[config.mk]
export PLATFORM = sky130hd
export DESIGN_NAME = frau_unit
export DESIGN_NICKNAME = d
export VERILOG_FILES = /design/src/rtl/frau_pkg.sv /design/src/rtl/frau_fmath.sv /design/src/rtl/frau_unit.sv
export SDC_FILE = /design/constraint.sdc
export NUM_CORES = 2
export LEC_CHECK = 0
export ABC_AREA = 0
export BUFFER_PORTS_ARGS = -buffer_cell sky130_fd_sc_hd__buf_2
export CAP_MARGIN = 20
export CORE_MARGIN = 5
export CORE_UTILIZATION = 30
export CTS_CLUSTER_DIAMETER = 40
export CTS_CLUSTER_SIZE = 8
export DETAILED_ROUTE_END_ITERATION = 10
export PLACE_DENSITY = 0.44
export SLEW_MARGIN = 20
export SYNTH_ARGS = -nofsm -noshare
export SYNTH_HDL_FRONTEND = slang
export SYNTH_SLANG_ARGS = --single-unit
[constraint.sdc]
create_clock -name clk_sys -period 26.5 [get_ports clk_sys]
set_input_delay 2.65 -clock clk_sys [delete_from_list [all_inputs] [get_ports clk_sys]]
set_output_delay 2.65 -clock clk_sys [all_outputs]
set_load 0.01 [all_outputs]
[src/rtl/frau_pkg.sv]
// frau_pkg: opcodes, float constants, reset values and result bit positions for the float unit
// assumes ieee-754 single precision operands presented by the scan engine
package frau_pkg;
	typedef enum logic [2:0] {
		FRAU_OP_RANGE,
		FRAU_OP_DEG2RAD,
		FRAU_OP_RAD2DEG,
		FRAU_OP_ADD,
		FRAU_OP_SUB
	} frau_op_t;
	localparam logic [31:0] FRAU_PI_OVER_180 = 32'h3c8efa35;
	localparam logic [31:0] FRAU_180_OVER_PI = 32'h42652ee1;
	localparam logic [2:0] FRAU_RES_RESET = 3'h0;
	localparam logic [31:0] FRAU_RESULT_RESET = 32'h00000000;
	localparam int FRAU_RES_BELOW = 0;
	localparam int FRAU_RES_WITHIN = 1;
	localparam int FRAU_RES_ABOVE = 2;
endpackage

[src/rtl/frau_fmath.sv]
// frau_fmath: registered single-precision add and multiply core
// assumes operands stable while start is high; answer one cycle later
// no nan or infinity handling; denormals flush to zero, truncating rounding
`timescale 1ns/10ps
`default_nettype none
module frau_fmath (
	input wire logic clk_sys,
	input wire logic rst,
	input wire logic start,
	input wire logic mul_sel,
	input wire logic [31:0] a,
	input wire logic [31:0] b,
	output logic [31:0] y,
	output logic done
);
	logic [31:0] y_r, y_nxt;
	logic done_r;
	logic [31:0] add_y, mul_y;
	always_comb begin
		logic [31:0] big, sml;
		logic [8:0] d;
		logic [26:0] ma, mb;
		logic [27:0] s;
		logic [7:0] e;
		int k;
		big = 32'h0;
		sml = 32'h0;
		d = 9'h0;
		ma = 27'h0;
		mb = 27'h0;
		s = 28'h0;
		e = 8'h0;
		k = 0;
		add_y = 32'h0;
		if (a[30:0] >= b[30:0]) begin
			big = a;
			sml = b;
		end else begin
			big = b;
			sml = a;
		end
		d = {1'b0, big[30:23]} - {1'b0, sml[30:23]};
		ma = (big[30:23] == 8'h0) ? 27'h0 : {1'b1, big[22:0], 3'h0};
		mb = (sml[30:23] == 8'h0) ? 27'h0 : {1'b1, sml[22:0], 3'h0};
		mb = (d > 9'd26) ? 27'h0 : (mb >> d);
		s = (big[31] == sml[31]) ? ({1'b0, ma} + {1'b0, mb}) : ({1'b0, ma} - {1'b0, mb});
		e = big[30:23];
		if (s[27]) begin
			add_y = {big[31], e + 8'h1, s[26:4]};
		end else begin
			for (k = 26; k >= 0; k--) begin
				if (s[k] && add_y == 32'h0 && (26 - k) < e) begin
					add_y = {big[31], e - 8'(26 - k), 23'((s[26:0] << (26 - k)) >> 3)};
				end
			end
		end
	end
	always_comb begin
		logic [47:0] p;
		logic [9:0] ex;
		p = {1'b1, a[22:0]} * {1'b1, b[22:0]};
		ex = {2'h0, a[30:23]} + {2'h0, b[30:23]} - 10'd127 + {9'h0, p[47]};
		if (a[30:23] == 8'h0 || b[30:23] == 8'h0 || ex[9] || ex == 10'h0) begin
			mul_y = {a[31] ^ b[31], 31'h0};
		end else if (ex[8]) begin
			mul_y = {a[31] ^ b[31], 8'hfe, 23'h7fffff};
		end else begin
			mul_y = {a[31] ^ b[31], ex[7:0], p[47] ? p[46:24] : p[45:23]};
		end
	end
	always_comb begin
		y_nxt = y_r;
		if (start) begin
			y_nxt = mul_sel ? mul_y : add_y;
		end
	end
	always_ff @(posedge clk_sys or posedge rst) begin
		if (rst) begin
			y_r <= 32'h0;
			done_r <= 1'b0;
		end else begin
			y_r <= y_nxt;
			done_r <= start;
		end
	end
	assign y = y_r;
	assign done = done_r;
endmodule
`default_nettype wire

[src/rtl/frau_unit.sv]
// frau_unit: float range compare, angle conversion, add and subtract
// assumes the scan engine presents one instruction per scan_strobe pulse
// Function
// - range compare writes value against limits into three result bits
// - decimal or hex constant limits are converted to float first
// - lower limit above upper means lower limit used as both bounds
// - each true execution sets exactly one of three result bits
// - condition false leaves result bits unchanged
// - degree to radian multiplies source by pi over 180
// - radian to degree multiplies source by 180 over pi
// - 32-bit only, low word in lower-numbered register
// - add sums two sources into destination pair
// - subtract takes second source from first
// - constant add or subtract sources converted to float first
// - continuous variant operates every scan while condition true
`timescale 1ns/10ps
`default_nettype none
module frau_unit (
	input wire logic clk_sys,
	input wire logic rst,
	input wire logic scan_strobe,
	input wire frau_pkg::frau_op_t op_sel,
	input wire logic pulse_variant,
	input wire logic condition_input_bit,
	input wire logic [15:0] src1_lo,
	input wire logic [15:0] src1_hi,
	input wire logic src1_is_int,
	input wire logic [15:0] src2_lo,
	input wire logic [15:0] src2_hi,
	input wire logic src2_is_int,
	input wire logic [15:0] src3_lo,
	input wire logic [15:0] src3_hi,
	input wire logic range_clear,
	output logic [2:0] result_relay_base,
	output logic [15:0] dest_lo,
	output logic [15:0] dest_hi,
	output logic dest_we,
	output logic busy
);
	import frau_pkg::*;
	typedef enum logic [1:0] {FRAU_IDLE, FRAU_CALC, FRAU_WAIT} frau_st_t;
	frau_st_t st_r, st_nxt;
	logic [2:0] res_r, res_nxt;
	logic [31:0] dst_r, dst_nxt;
	logic we_r, we_nxt;
	logic busy_r, busy_nxt;
	logic cond_prev_r, cond_prev_nxt;
	logic [31:0] a_r, a_nxt, b_r, b_nxt;
	logic mul_r, mul_nxt;
	logic fm_start;
	logic [31:0] fm_y;
	logic fm_done;
	logic [31:0] op1, op2, op3;
	logic fire;

	// signed 32-bit integer to float, truncating low bits
	function automatic logic [31:0] frau_i2f(input logic [31:0] v);
		logic [31:0] m;
		logic [31:0] r;
		int i;
		m = v[31] ? (32'h0 - v) : v;
		r = 32'h0;
		for (i = 0; i < 32; i++) begin
			if (m[i]) begin
				r = {v[31], 8'(127 + i), 23'((m << (31 - i)) >> 8)};
			end
		end
		return r;
	endfunction

	// float a less than float b, ordered compare, +0 equals -0
	function automatic logic frau_flt(input logic [31:0] a, input logic [31:0] b);
		logic r;
		if (a[30:0] == 31'h0 && b[30:0] == 31'h0) begin
			r = 1'b0;
		end else if (a[31] != b[31]) begin
			r = a[31];
		end else if (a[31]) begin
			r = a[30:0] > b[30:0];
		end else begin
			r = a[30:0] < b[30:0];
		end
		return r;
	endfunction

	// low word sits in the lower-numbered register
	assign op1 = src1_is_int ? frau_i2f({src1_hi, src1_lo}) : {src1_hi, src1_lo};
	assign op2 = src2_is_int ? frau_i2f({src2_hi, src2_lo}) : {src2_hi, src2_lo};
	assign op3 = {src3_hi, src3_lo};
	// pulse form only on the rising scan, continuous form every true scan
	assign fire = scan_strobe && condition_input_bit &&
		(!pulse_variant || !cond_prev_r);

	always_comb begin
		logic [31:0] lo, hi;
		lo = op1;
		hi = op2;
		st_nxt = st_r;
		res_nxt = res_r;
		dst_nxt = dst_r;
		we_nxt = 1'b0;
		busy_nxt = busy_r;
		cond_prev_nxt = cond_prev_r;
		a_nxt = a_r;
		b_nxt = b_r;
		mul_nxt = mul_r;
		fm_start = 1'b0;
		// the engine's clear is honoured only when no compare lands this cycle
		if (range_clear) begin
			res_nxt = FRAU_RES_RESET;
		end
		unique case (st_r)
			FRAU_IDLE: begin
				if (scan_strobe) begin
					cond_prev_nxt = condition_input_bit;
				end
				if (fire) begin
					unique case (op_sel)
						FRAU_OP_RANGE: begin
							if (frau_flt(op2, op1)) begin
								hi = op1;
							end
							res_nxt = 3'h0;
							if (frau_flt(op3, lo)) begin
								res_nxt[FRAU_RES_BELOW] = 1'b1;
							end else if (frau_flt(hi, op3)) begin
								res_nxt[FRAU_RES_ABOVE] = 1'b1;
							end else begin
								res_nxt[FRAU_RES_WITHIN] = 1'b1;
							end
						end
						FRAU_OP_DEG2RAD: begin
							a_nxt = op1;
							b_nxt = FRAU_PI_OVER_180;
							mul_nxt = 1'b1;
						end
						FRAU_OP_RAD2DEG: begin
							a_nxt = op1;
							b_nxt = FRAU_180_OVER_PI;
							mul_nxt = 1'b1;
						end
						FRAU_OP_ADD: begin
							a_nxt = op1;
							b_nxt = op2;
							mul_nxt = 1'b0;
						end
						FRAU_OP_SUB: begin
							a_nxt = op1;
							b_nxt = {~op2[31], op2[30:0]};
							mul_nxt = 1'b0;
						end
						default: begin
							// unknown opcode: no action, a pending clear still lands
						end
					endcase
					// only real arithmetic codes start the datapath, never stale operands
					if (op_sel inside {FRAU_OP_DEG2RAD, FRAU_OP_RAD2DEG, FRAU_OP_ADD, FRAU_OP_SUB}) begin
						st_nxt = FRAU_CALC;
						busy_nxt = 1'b1;
					end
				end
			end
			FRAU_CALC: begin
				fm_start = 1'b1;
				st_nxt = FRAU_WAIT;
			end
			FRAU_WAIT: begin
				if (fm_done) begin
					dst_nxt = fm_y;
					we_nxt = 1'b1;
					busy_nxt = 1'b0;
					st_nxt = FRAU_IDLE;
				end
			end
		endcase
		// condition false: only range_clear above touched the relays
	end

	always_ff @(posedge clk_sys or posedge rst) begin
		if (rst) begin
			st_r <= FRAU_IDLE;
			res_r <= FRAU_RES_RESET;
			dst_r <= FRAU_RESULT_RESET;
			we_r <= 1'b0;
			busy_r <= 1'b0;
			cond_prev_r <= 1'b0;
			a_r <= 32'h0;
			b_r <= 32'h0;
			mul_r <= 1'b0;
		end else begin
			st_r <= st_nxt;
			res_r <= res_nxt;
			dst_r <= dst_nxt;
			we_r <= we_nxt;
			busy_r <= busy_nxt;
			cond_prev_r <= cond_prev_nxt;
			a_r <= a_nxt;
			b_r <= b_nxt;
			mul_r <= mul_nxt;
		end
	end

	frau_fmath u_fmath (
		.clk_sys(clk_sys),
		.rst(rst),
		.start(fm_start),
		.mul_sel(mul_r),
		.a(a_r),
		.b(b_r),
		.y(fm_y),
		.done(fm_done)
	);

	assign result_relay_base = res_r;
	assign dest_lo = dst_r[15:0];
	assign dest_hi = dst_r[31:16];
	assign dest_we = we_r;
	assign busy = busy_r;
endmodule
`default_nettype wire

Word-level counts from Yosys, hierarchy flattened --
Index checks and enable logic that the tools add are counted.
Cells by class: shift operators 1, muxes and demuxes 176, bitwise gates (word level) 2, reductions and logical operators 114, equal/unequal tests 13, add/subtract/negate cells 35, $lt $le $gt $ge 35, multiply operators 1
Operators with widths (count):
- 32-bit two-way mux | 129
- 32-bit logical NOT | 26
- 32-bit one-hot mux with 4 select lines | 1
- 31-bit logical NOT | 4
- 31-bit greater-than comparator | 3
- 31-bit < comparator | 3
- 5-bit by 8-bit < comparator with 1-bit output, first input constant | 11
- 8-bit by 5-bit subtractor with 8-bit output, second input constant | 11
- 27-bit two-way mux | 3
- 4-bit by 8-bit < comparator with 1-bit output, first input constant | 8
- 1-bit by 32-bit subtractor with 32-bit output, first input constant | 2
- 8-bit by 4-bit subtractor with 8-bit output, second input constant | 8
- 31-bit two-way mux | 2
- 1-bit logical AND | 58
- 24-bit by 24-bit multiplier with 48-bit output | 1
- 8-bit logical NOT | 4
- 3-bit by 8-bit < comparator with 1-bit output, first input constant | 4
- 8-bit by 3-bit subtractor with 8-bit output, second input constant | 4
- 31-bit >= comparator | 1
- 27-bit by 27-bit adder with 28-bit output | 1
- 1-bit two-way mux | 28
- 28-bit two-way mux | 1
- 27-bit by 27-bit subtractor with 28-bit output | 1
- 27-bit by 9-bit right shift with 27-bit output | 1
- other kinds (38) | 62
Word-level totals: output and inout port bits 37, bits in registers 138, word-level logic and storage cells 388, input port bits 107

Longest topological paths before layout --
depth after elaboration 142, depth in mapped cells 98, gate-level depth less buffers 78

Hierarchy --
From an unflattened synthesis, not the netlist that was laid out.
Second synthesis, totals: cell total of the unflattened synthesis 8701, area, all modules 62127.1 um^2
By module, submodules not included:
- frau_fmath | sequential area each 825.8 um^2, instances 1, area an instance 39578.0 um^2, cells an instance 5376
- frau_unit | sequential area each 2627.5 um^2, instances 1, area an instance 22549.1 um^2, cells an instance 3325

Worst setup path after synthesis --
Ideal clock, no wire load.
path type reg2reg, from register a_r[0], to register u_fmath.y_r[15] (netlist: u_fmath.y[15]), required time 26.374 ns, data arrival time 19.476 ns, library setup time 0.126 ns, path buffers 14, slack 6.898 ns, stages on the path, launching flop included 86, cell sequence dfrtp_1 > clkbuf_1 > clkinv_1 > buf_1 > ha_1 > nand3b_1 > a21oi_1 > o31ai_1 > a211o_1 > a211oi_2 > a21oi_1 > ha_1 > inv_1 > o31ai_2 > or3_1 > buf_2 > nand2_1 > buf_2 > (+50 left out) > a311oi_1 > or3b_4 > nor4_4 > or3_1 > buf_4 > o31a_4 > or4b_4 > or4_1 > buf_2 > a311o_1 > nor4_1 > and3_1 > nor3b_1 > o2111ai_1 > mux2i_2 > o311ai_4 > a21oi_1 > o32a_1
Between the ends: word-level cells in the longest chain between the ends 142, elaborated cells between the ends (all ways) 209, those cells by class add/sub: 29; mul: 1; order compare: 29; eq/ne: 1; shift: 1; mux: 64; reduce/logical: 84
RTL lines:
- start: declaration | line frau_unit.sv:48 | logic [31:0] a_r, a_nxt, b_r, b_nxt;
- start signal: assignment | line frau_unit.sv:197 | a_r <= a_nxt;
- parallel branches: the longest is 141 deep, another holds 31-bit >= comparator
- 32-bit two-way mux (*) | line frau_fmath.sv:74 | y_nxt = mul_sel ? mul_y : add_y;
- end signal: assignment | line frau_fmath.sv:82 | y_r <= y_nxt;
- end: declaration | line frau_fmath.sv:16 | logic [31:0] y_r, y_nxt;
Every way passes the cells marked *. The select of a mux whose other input is x is not followed. A chain may end at the register's enable or synchronous reset.

Worst setup path in the final report --
from register b_r[23], to register u_fmath.y_r[21] (netlist: u_fmath.y[21])
Between the ends: word-level cells in the longest chain between the ends 142, elaborated cells between the ends (all ways) 211, those cells by class add/sub: 31; order compare: 29; eq/ne: 1; shift: 1; mux: 63; reduce/logical: 86
RTL lines:
- start: declaration | line frau_unit.sv:48
- start signal: assignment | line frau_unit.sv:198 | b_r <= b_nxt;
- parallel branches: the longest is 141 deep, another holds 31-bit >= comparator
- 32-bit two-way mux (*) | line frau_fmath.sv:74
Marked as above.

==> results_tabular.tex <==
\begin{tabular}{lr}
\hline
Metric & Value \\
\hline
\multicolumn{2}{l}{\textbf{Yosys}} \\
Multiplexer share of the synthesized area & 3.38\% \\
Fraction of registers with async set or reset after synthesis & 100\% \\
Xor/xnor cell area share of the yosys netlist & roughly 4.7\% \\
Area share of fa/ha/maj cells after synthesis & 25.7\% \\
Number of enable flip-flop cells after synthesis & 0 \\
Number of distinct library cells after synthesis & around 120 \\
Seq cells post-synth & between 100 and 150 \\
Post-Synthesis Mean Instance Area & 7.17 µm² \\
Fraction of the mapped netlist area in compound gates & between 20\% and 30\% \\
YS warnings & 0 \\
Count of mapped cells out of synthesis & 7787 \\
Area fraction in and, or, nand and nor cells after synthesis & between 20\% and 30\% \\
Netlist area before placement & between 50000 and 60000 µm² \\
Sequential-to-total area share from yosys stat & under 10\% \\
Largest family of logic cells by synthesized area & compound AO/OA/AOI/OAI gates \\
Most frequently used flop master after synthesis & sky130\_fd\_sc\_hd\_\_dfrtp\_1 \\
Number of nets in the synthesized netlist & 8752 \\
\multicolumn{2}{l}{\textbf{Cells and area}} \\
Synthesis-to-layout area growth & 10.8\% \\
Number of nets in the layout & 8707 \\
Share of post-route cells with drive strength above 1 & 11.4\% \\
\multicolumn{2}{l}{\textbf{Clock tree}} \\
Maximum clock insertion buffer count & 2 \\
Number of buffers inserted by post-CTS setup repair & 0 \\
Number of buffers added to fix hold violations after cts & 0 \\
Number of CTS-inserted buffers & 17 \\
Clk pin slew, worst setup/hold paths & $\sim$0.080 ns \\
CTS H-tree depth & 4 \\
Number of clock sinks seen by CTS & roughly 140 \\
Clock tree from TritonCTS & done \\
Worst-Skew Late Latency & between 0.5 and 0.6 ns \\
Root buffer cell & sky130\_fd\_sc\_hd\_\_clkbuf\_16 \\
Count of instances resized after the clock tree is built & 0 \\
\multicolumn{2}{l}{\textbf{Detailed routing}} \\
Average wire per standard cell & 31.7 µm \\
Total wire length after detailed routing & 325000 µm \\
Via total after detailed routing & 64700 \\
Number of optimization iterations in the first detailed-route pass & 8 \\
Average vias per placed instance & $\sim$6.3 \\
DR iter-0 viols & just under 8000 \\
DRC viols & 0 \\
Number of antenna-violating nets in the routed design & 0 \\
\multicolumn{2}{l}{\textbf{STA}} \\
Worst-case clock skew & between 0.03 and 0.04 ns \\
Post-route fraction of the period consumed by the critical path & between 90 and 100\% \\
Period minus WS final & approximately 25 ns \\
Setup violation total in the final timing report & 0 \\
Actual transition at the worst max-transition pin & roughly 1.3 ns \\
Hold Violations, Final & 0 \\
Max-slew headroom at the worst pin & about an eighth \\
Setup total negative slack & 0 ns \\
Count of pins over their slew limit & 0 \\
Setup repair after global routing missed its margin & false \\
Achievable Freq & between 30 and 40 MHz \\
\multicolumn{2}{l}{\textbf{Floorplanning}} \\
Width of the die & 441 µm \\
Initial cell density of the core & 30.1\% \\
Area of the die & $\sim$190000 µm² \\
Floorplan Core Area & 185000 µm² \\
I/O pin count & about 140 \\
Floorplan row count & approximately 160 \\
Die height & approximately 440 µm \\
\multicolumn{2}{l}{\textbf{Min path}} \\
Worst min-delay path startpoint & dst\_r[31] \\
Path category of the worst min-delay check & flip-flop to flip-flop \\
Number of stages on the worst hold path & 2 \\
Worst min-delay path endpoint & dst\_r[31] \\
\multicolumn{2}{l}{\textbf{Placed design}} \\
Number of port buffers & 143 \\
Routability congestion estimate from global placement & around 1.1 \\
HPWL reported at the end of detailed placement & 247000 µm \\
\multicolumn{2}{l}{\textbf{Global route}} \\
Final global-route overflow total & 0 \\
Met1 demand-to-capacity share in global routing & between 40\% and 50\% \\
Global-route layer with the greatest usage & met2 \\
GR Layer Usage met3 & 7.55\% \\
Total global routing track utilization & around 33\% \\
Number of global-route vias before repair & roughly 62000 \\
First-pass GRT wire length & 467000 µm \\
Met2 demand-to-capacity share in global routing & approximately half \\
Number of antenna violations at the first check in global routing & 40 \\
Maximum number of pins on one net before global-route repair & 65 \\
\multicolumn{2}{l}{\textbf{Flow run}} \\
Number of max-cap violations & 0 \\
\multicolumn{2}{l}{\textbf{Worst setup path}} \\
Crit Reg-Reg Endpoint & u\_fmath.y[21] \\
Slowest CP cell & sky130\_fd\_sc\_hd\_\_a2111oi\_0 \\
Worst path max stage delay & just under 0.9 ns \\
Critical register-to-register path startpoint & b\_r[23] \\
Cell repeated most along the worst path & sky130\_fd\_sc\_hd\_\_buf\_4 \\
Crit end category & flip-flop \\
Worst reg-to-reg path cell count & 70 \\
Crit-path max FO & 48 \\
Critical path class & flip-flop to flip-flop \\
Required time at the worst-slack endpoint & 26.88 ns \\
Reg2Reg Setup Slack & roughly 1.1 ns \\
Startpoint Class & flip-flop \\
Arrival time of data at the critical path endpoint & 25.75 ns \\
\multicolumn{2}{l}{\textbf{Run status}} \\
Outcome & complete, no violations \\
\hline
\end{tabular}
## critical path, delay by kind of cell (launching register included)
kind	cells	cell delay [ns]
compound gates	23	8.36
fa+ha+maj	3	1.78
flops	1	0.64
buf+inv	11	2.93
simple gates	33	11.36
## layout by cell type, fill, tap and decap left out, types with 46 or more instances in the layout
master                     netlist  routed
sky130_fd_sc_hd__and3_1         46      46
sky130_fd_sc_hd__nor2_1        612     608
sky130_fd_sc_hd__a311oi_1       70      69
sky130_fd_sc_hd__nor4_1        101     101
sky130_fd_sc_hd__nor3_1        151     148
sky130_fd_sc_hd__mux2_2         50      50
sky130_fd_sc_hd__dfrtp_1       138     138
sky130_fd_sc_hd__o31ai_1        49      49
sky130_fd_sc_hd__nand2_1       963     961
sky130_fd_sc_hd__a211oi_1      175     172
sky130_fd_sc_hd__buf_4          12     437
sky130_fd_sc_hd__a221oi_1       48      48
sky130_fd_sc_hd__o21ai_0       441     439
sky130_fd_sc_hd__xor2_1         93      50
sky130_fd_sc_hd__buf_2          37     143
sky130_fd_sc_hd__o22ai_1        61      61
sky130_fd_sc_hd__fa_1          483     483
sky130_fd_sc_hd__mux2i_1        99      99
sky130_fd_sc_hd__a21o_1         83      83
sky130_fd_sc_hd__a31oi_1        78      78
sky130_fd_sc_hd__o311ai_0       70      70
sky130_fd_sc_hd__inv_1         655     654
sky130_fd_sc_hd__nand4_1       115     115
sky130_fd_sc_hd__o211ai_1      278     278
sky130_fd_sc_hd__a21oi_1       554     552
sky130_fd_sc_hd__and2_1        230     230
sky130_fd_sc_hd__xnor2_1       203     165
sky130_fd_sc_hd__ha_1          375     373
sky130_fd_sc_hd__nand3_1       190     190
## final cells by class
class	instances	area (µm²)
Antenna cell	26	65.1
Clock buffer	17	425
Clock inverter	15	180
Fill cell	20100	123000
Inverter	663	2490
Multi-Input combinational cell	6341	48100
Sequential cell	138	3450
Tap cell	2480	3100
Timing Repair Buffer	581	4020
## synthesized netlist by cell type, types with 39 or more instances
cell	number	area share, %
sky130_fd_sc_hd__or3_1	45	0.50
sky130_fd_sc_hd__o22ai_1	61	0.68
sky130_fd_sc_hd__nand2b_1	45	0.50
sky130_fd_sc_hd__or4_1	39	0.52
sky130_fd_sc_hd__a21o_1	83	1.1
sky130_fd_sc_hd__and3_1	46	0.52
sky130_fd_sc_hd__nand3_1	190	1.7
sky130_fd_sc_hd__dfrtp_1	138	6.2
sky130_fd_sc_hd__a211oi_1	175	2.4
sky130_fd_sc_hd__o31ai_1	49	0.66
sky130_fd_sc_hd__a221oi_1	48	0.75
sky130_fd_sc_hd__xnor2_1	203	3.2
sky130_fd_sc_hd__nand4_1	115	1.3
sky130_fd_sc_hd__inv_1	655	4.4
sky130_fd_sc_hd__o311ai_0	70	1.1
sky130_fd_sc_hd__clkbuf_1	551	3.7
sky130_fd_sc_hd__nor3_1	151	1.4
sky130_fd_sc_hd__a31oi_1	78	0.87
sky130_fd_sc_hd__mux2i_1	99	1.8
sky130_fd_sc_hd__a311oi_1	70	1.1
sky130_fd_sc_hd__fa_1	483	17
sky130_fd_sc_hd__nor2_1	612	4.1
sky130_fd_sc_hd__a21oi_1	554	5.0
sky130_fd_sc_hd__nand2_1	963	6.5
sky130_fd_sc_hd__mux2_2	50	1.0
sky130_fd_sc_hd__buf_1	41	0.28
sky130_fd_sc_hd__xor2_1	93	1.5
sky130_fd_sc_hd__and2_1	230	2.6
sky130_fd_sc_hd__ha_1	375	8.4
sky130_fd_sc_hd__nor4_1	101	1.1
sky130_fd_sc_hd__o21ai_0	441	4.0
sky130_fd_sc_hd__o211ai_1	278	3.7
## per-stage QoR
step / instances / hold slack (ns) / area (µm²) / setup WS [ns] / utilization [%]
CTS: 10200 / 0.504 / 61800 / 2.03 / 33.4
floorplan: 7787 / 0.460 / 55800 / 6.90 / -
global placement: 10200 / 0.464 / 61200 / 2.18 / 33.0
global route: 10200 / 0.512 / 61900 / 0.207 / 33.4
finish: 10300 / 0.495 / 61900 / 1.13 / 33.4
detailed placement: 10200 / 0.487 / 61200 / 2.13 / 33.0
## routing by layer
layer | up-vias | wire, µm
met5 | - | 126
met4 | 18 | 23700
met3 | 1042 | 29700
met2 | 3789 | 142000
met1 | 32100 | 130000
li1 | 27700 | -
## kinds of logic (layout without fill, tap and decap cells)
group / count (synthesis) / count (layout)
muxes: 165 / 165
adders and majority gates: 858 / 858
AOI/OAI and AO/OA: 2310 / 2310
other: 0 / 26
and+or+nand+nor: 2711 / 2711
buffers and inverters: 1308 / 1276
DFF: 138 / 138
xor gates and xnor gates: 297 / 297
## registers in the layout, summed over array words and instances (netlist names)
register	cells
mul_r	1
result_relay_base	3
st_r	2
a_r	32
u_fmath.y	32
cond_prev_r	1
dst_r	32
busy	1
b_r	32
dest_we	1
u_fmath.done	1
## worst max path at each step
stage / from / to / slack, ns / cells past startpoint
3_5_place_dp: b_r[23] / u_fmath.y[30] / 2.13 / 80
6_report: b_r[23] / u_fmath.y[21] / 1.13 / 70
5_1_grt: b_r[23] / u_fmath.y[21] / 0.21 / 79
2_1_floorplan: a_r[0] / u_fmath.y[15] / 6.90 / 85
3_3_place_gp: b_r[23] / u_fmath.y[21] / 2.18 / 81
4_1_cts: b_r[23] / u_fmath.y[30] / 2.03 / 80
Power is not shown: default switching activity piles up to over one toggle a cycle in this logic, so the estimate is an artifact.
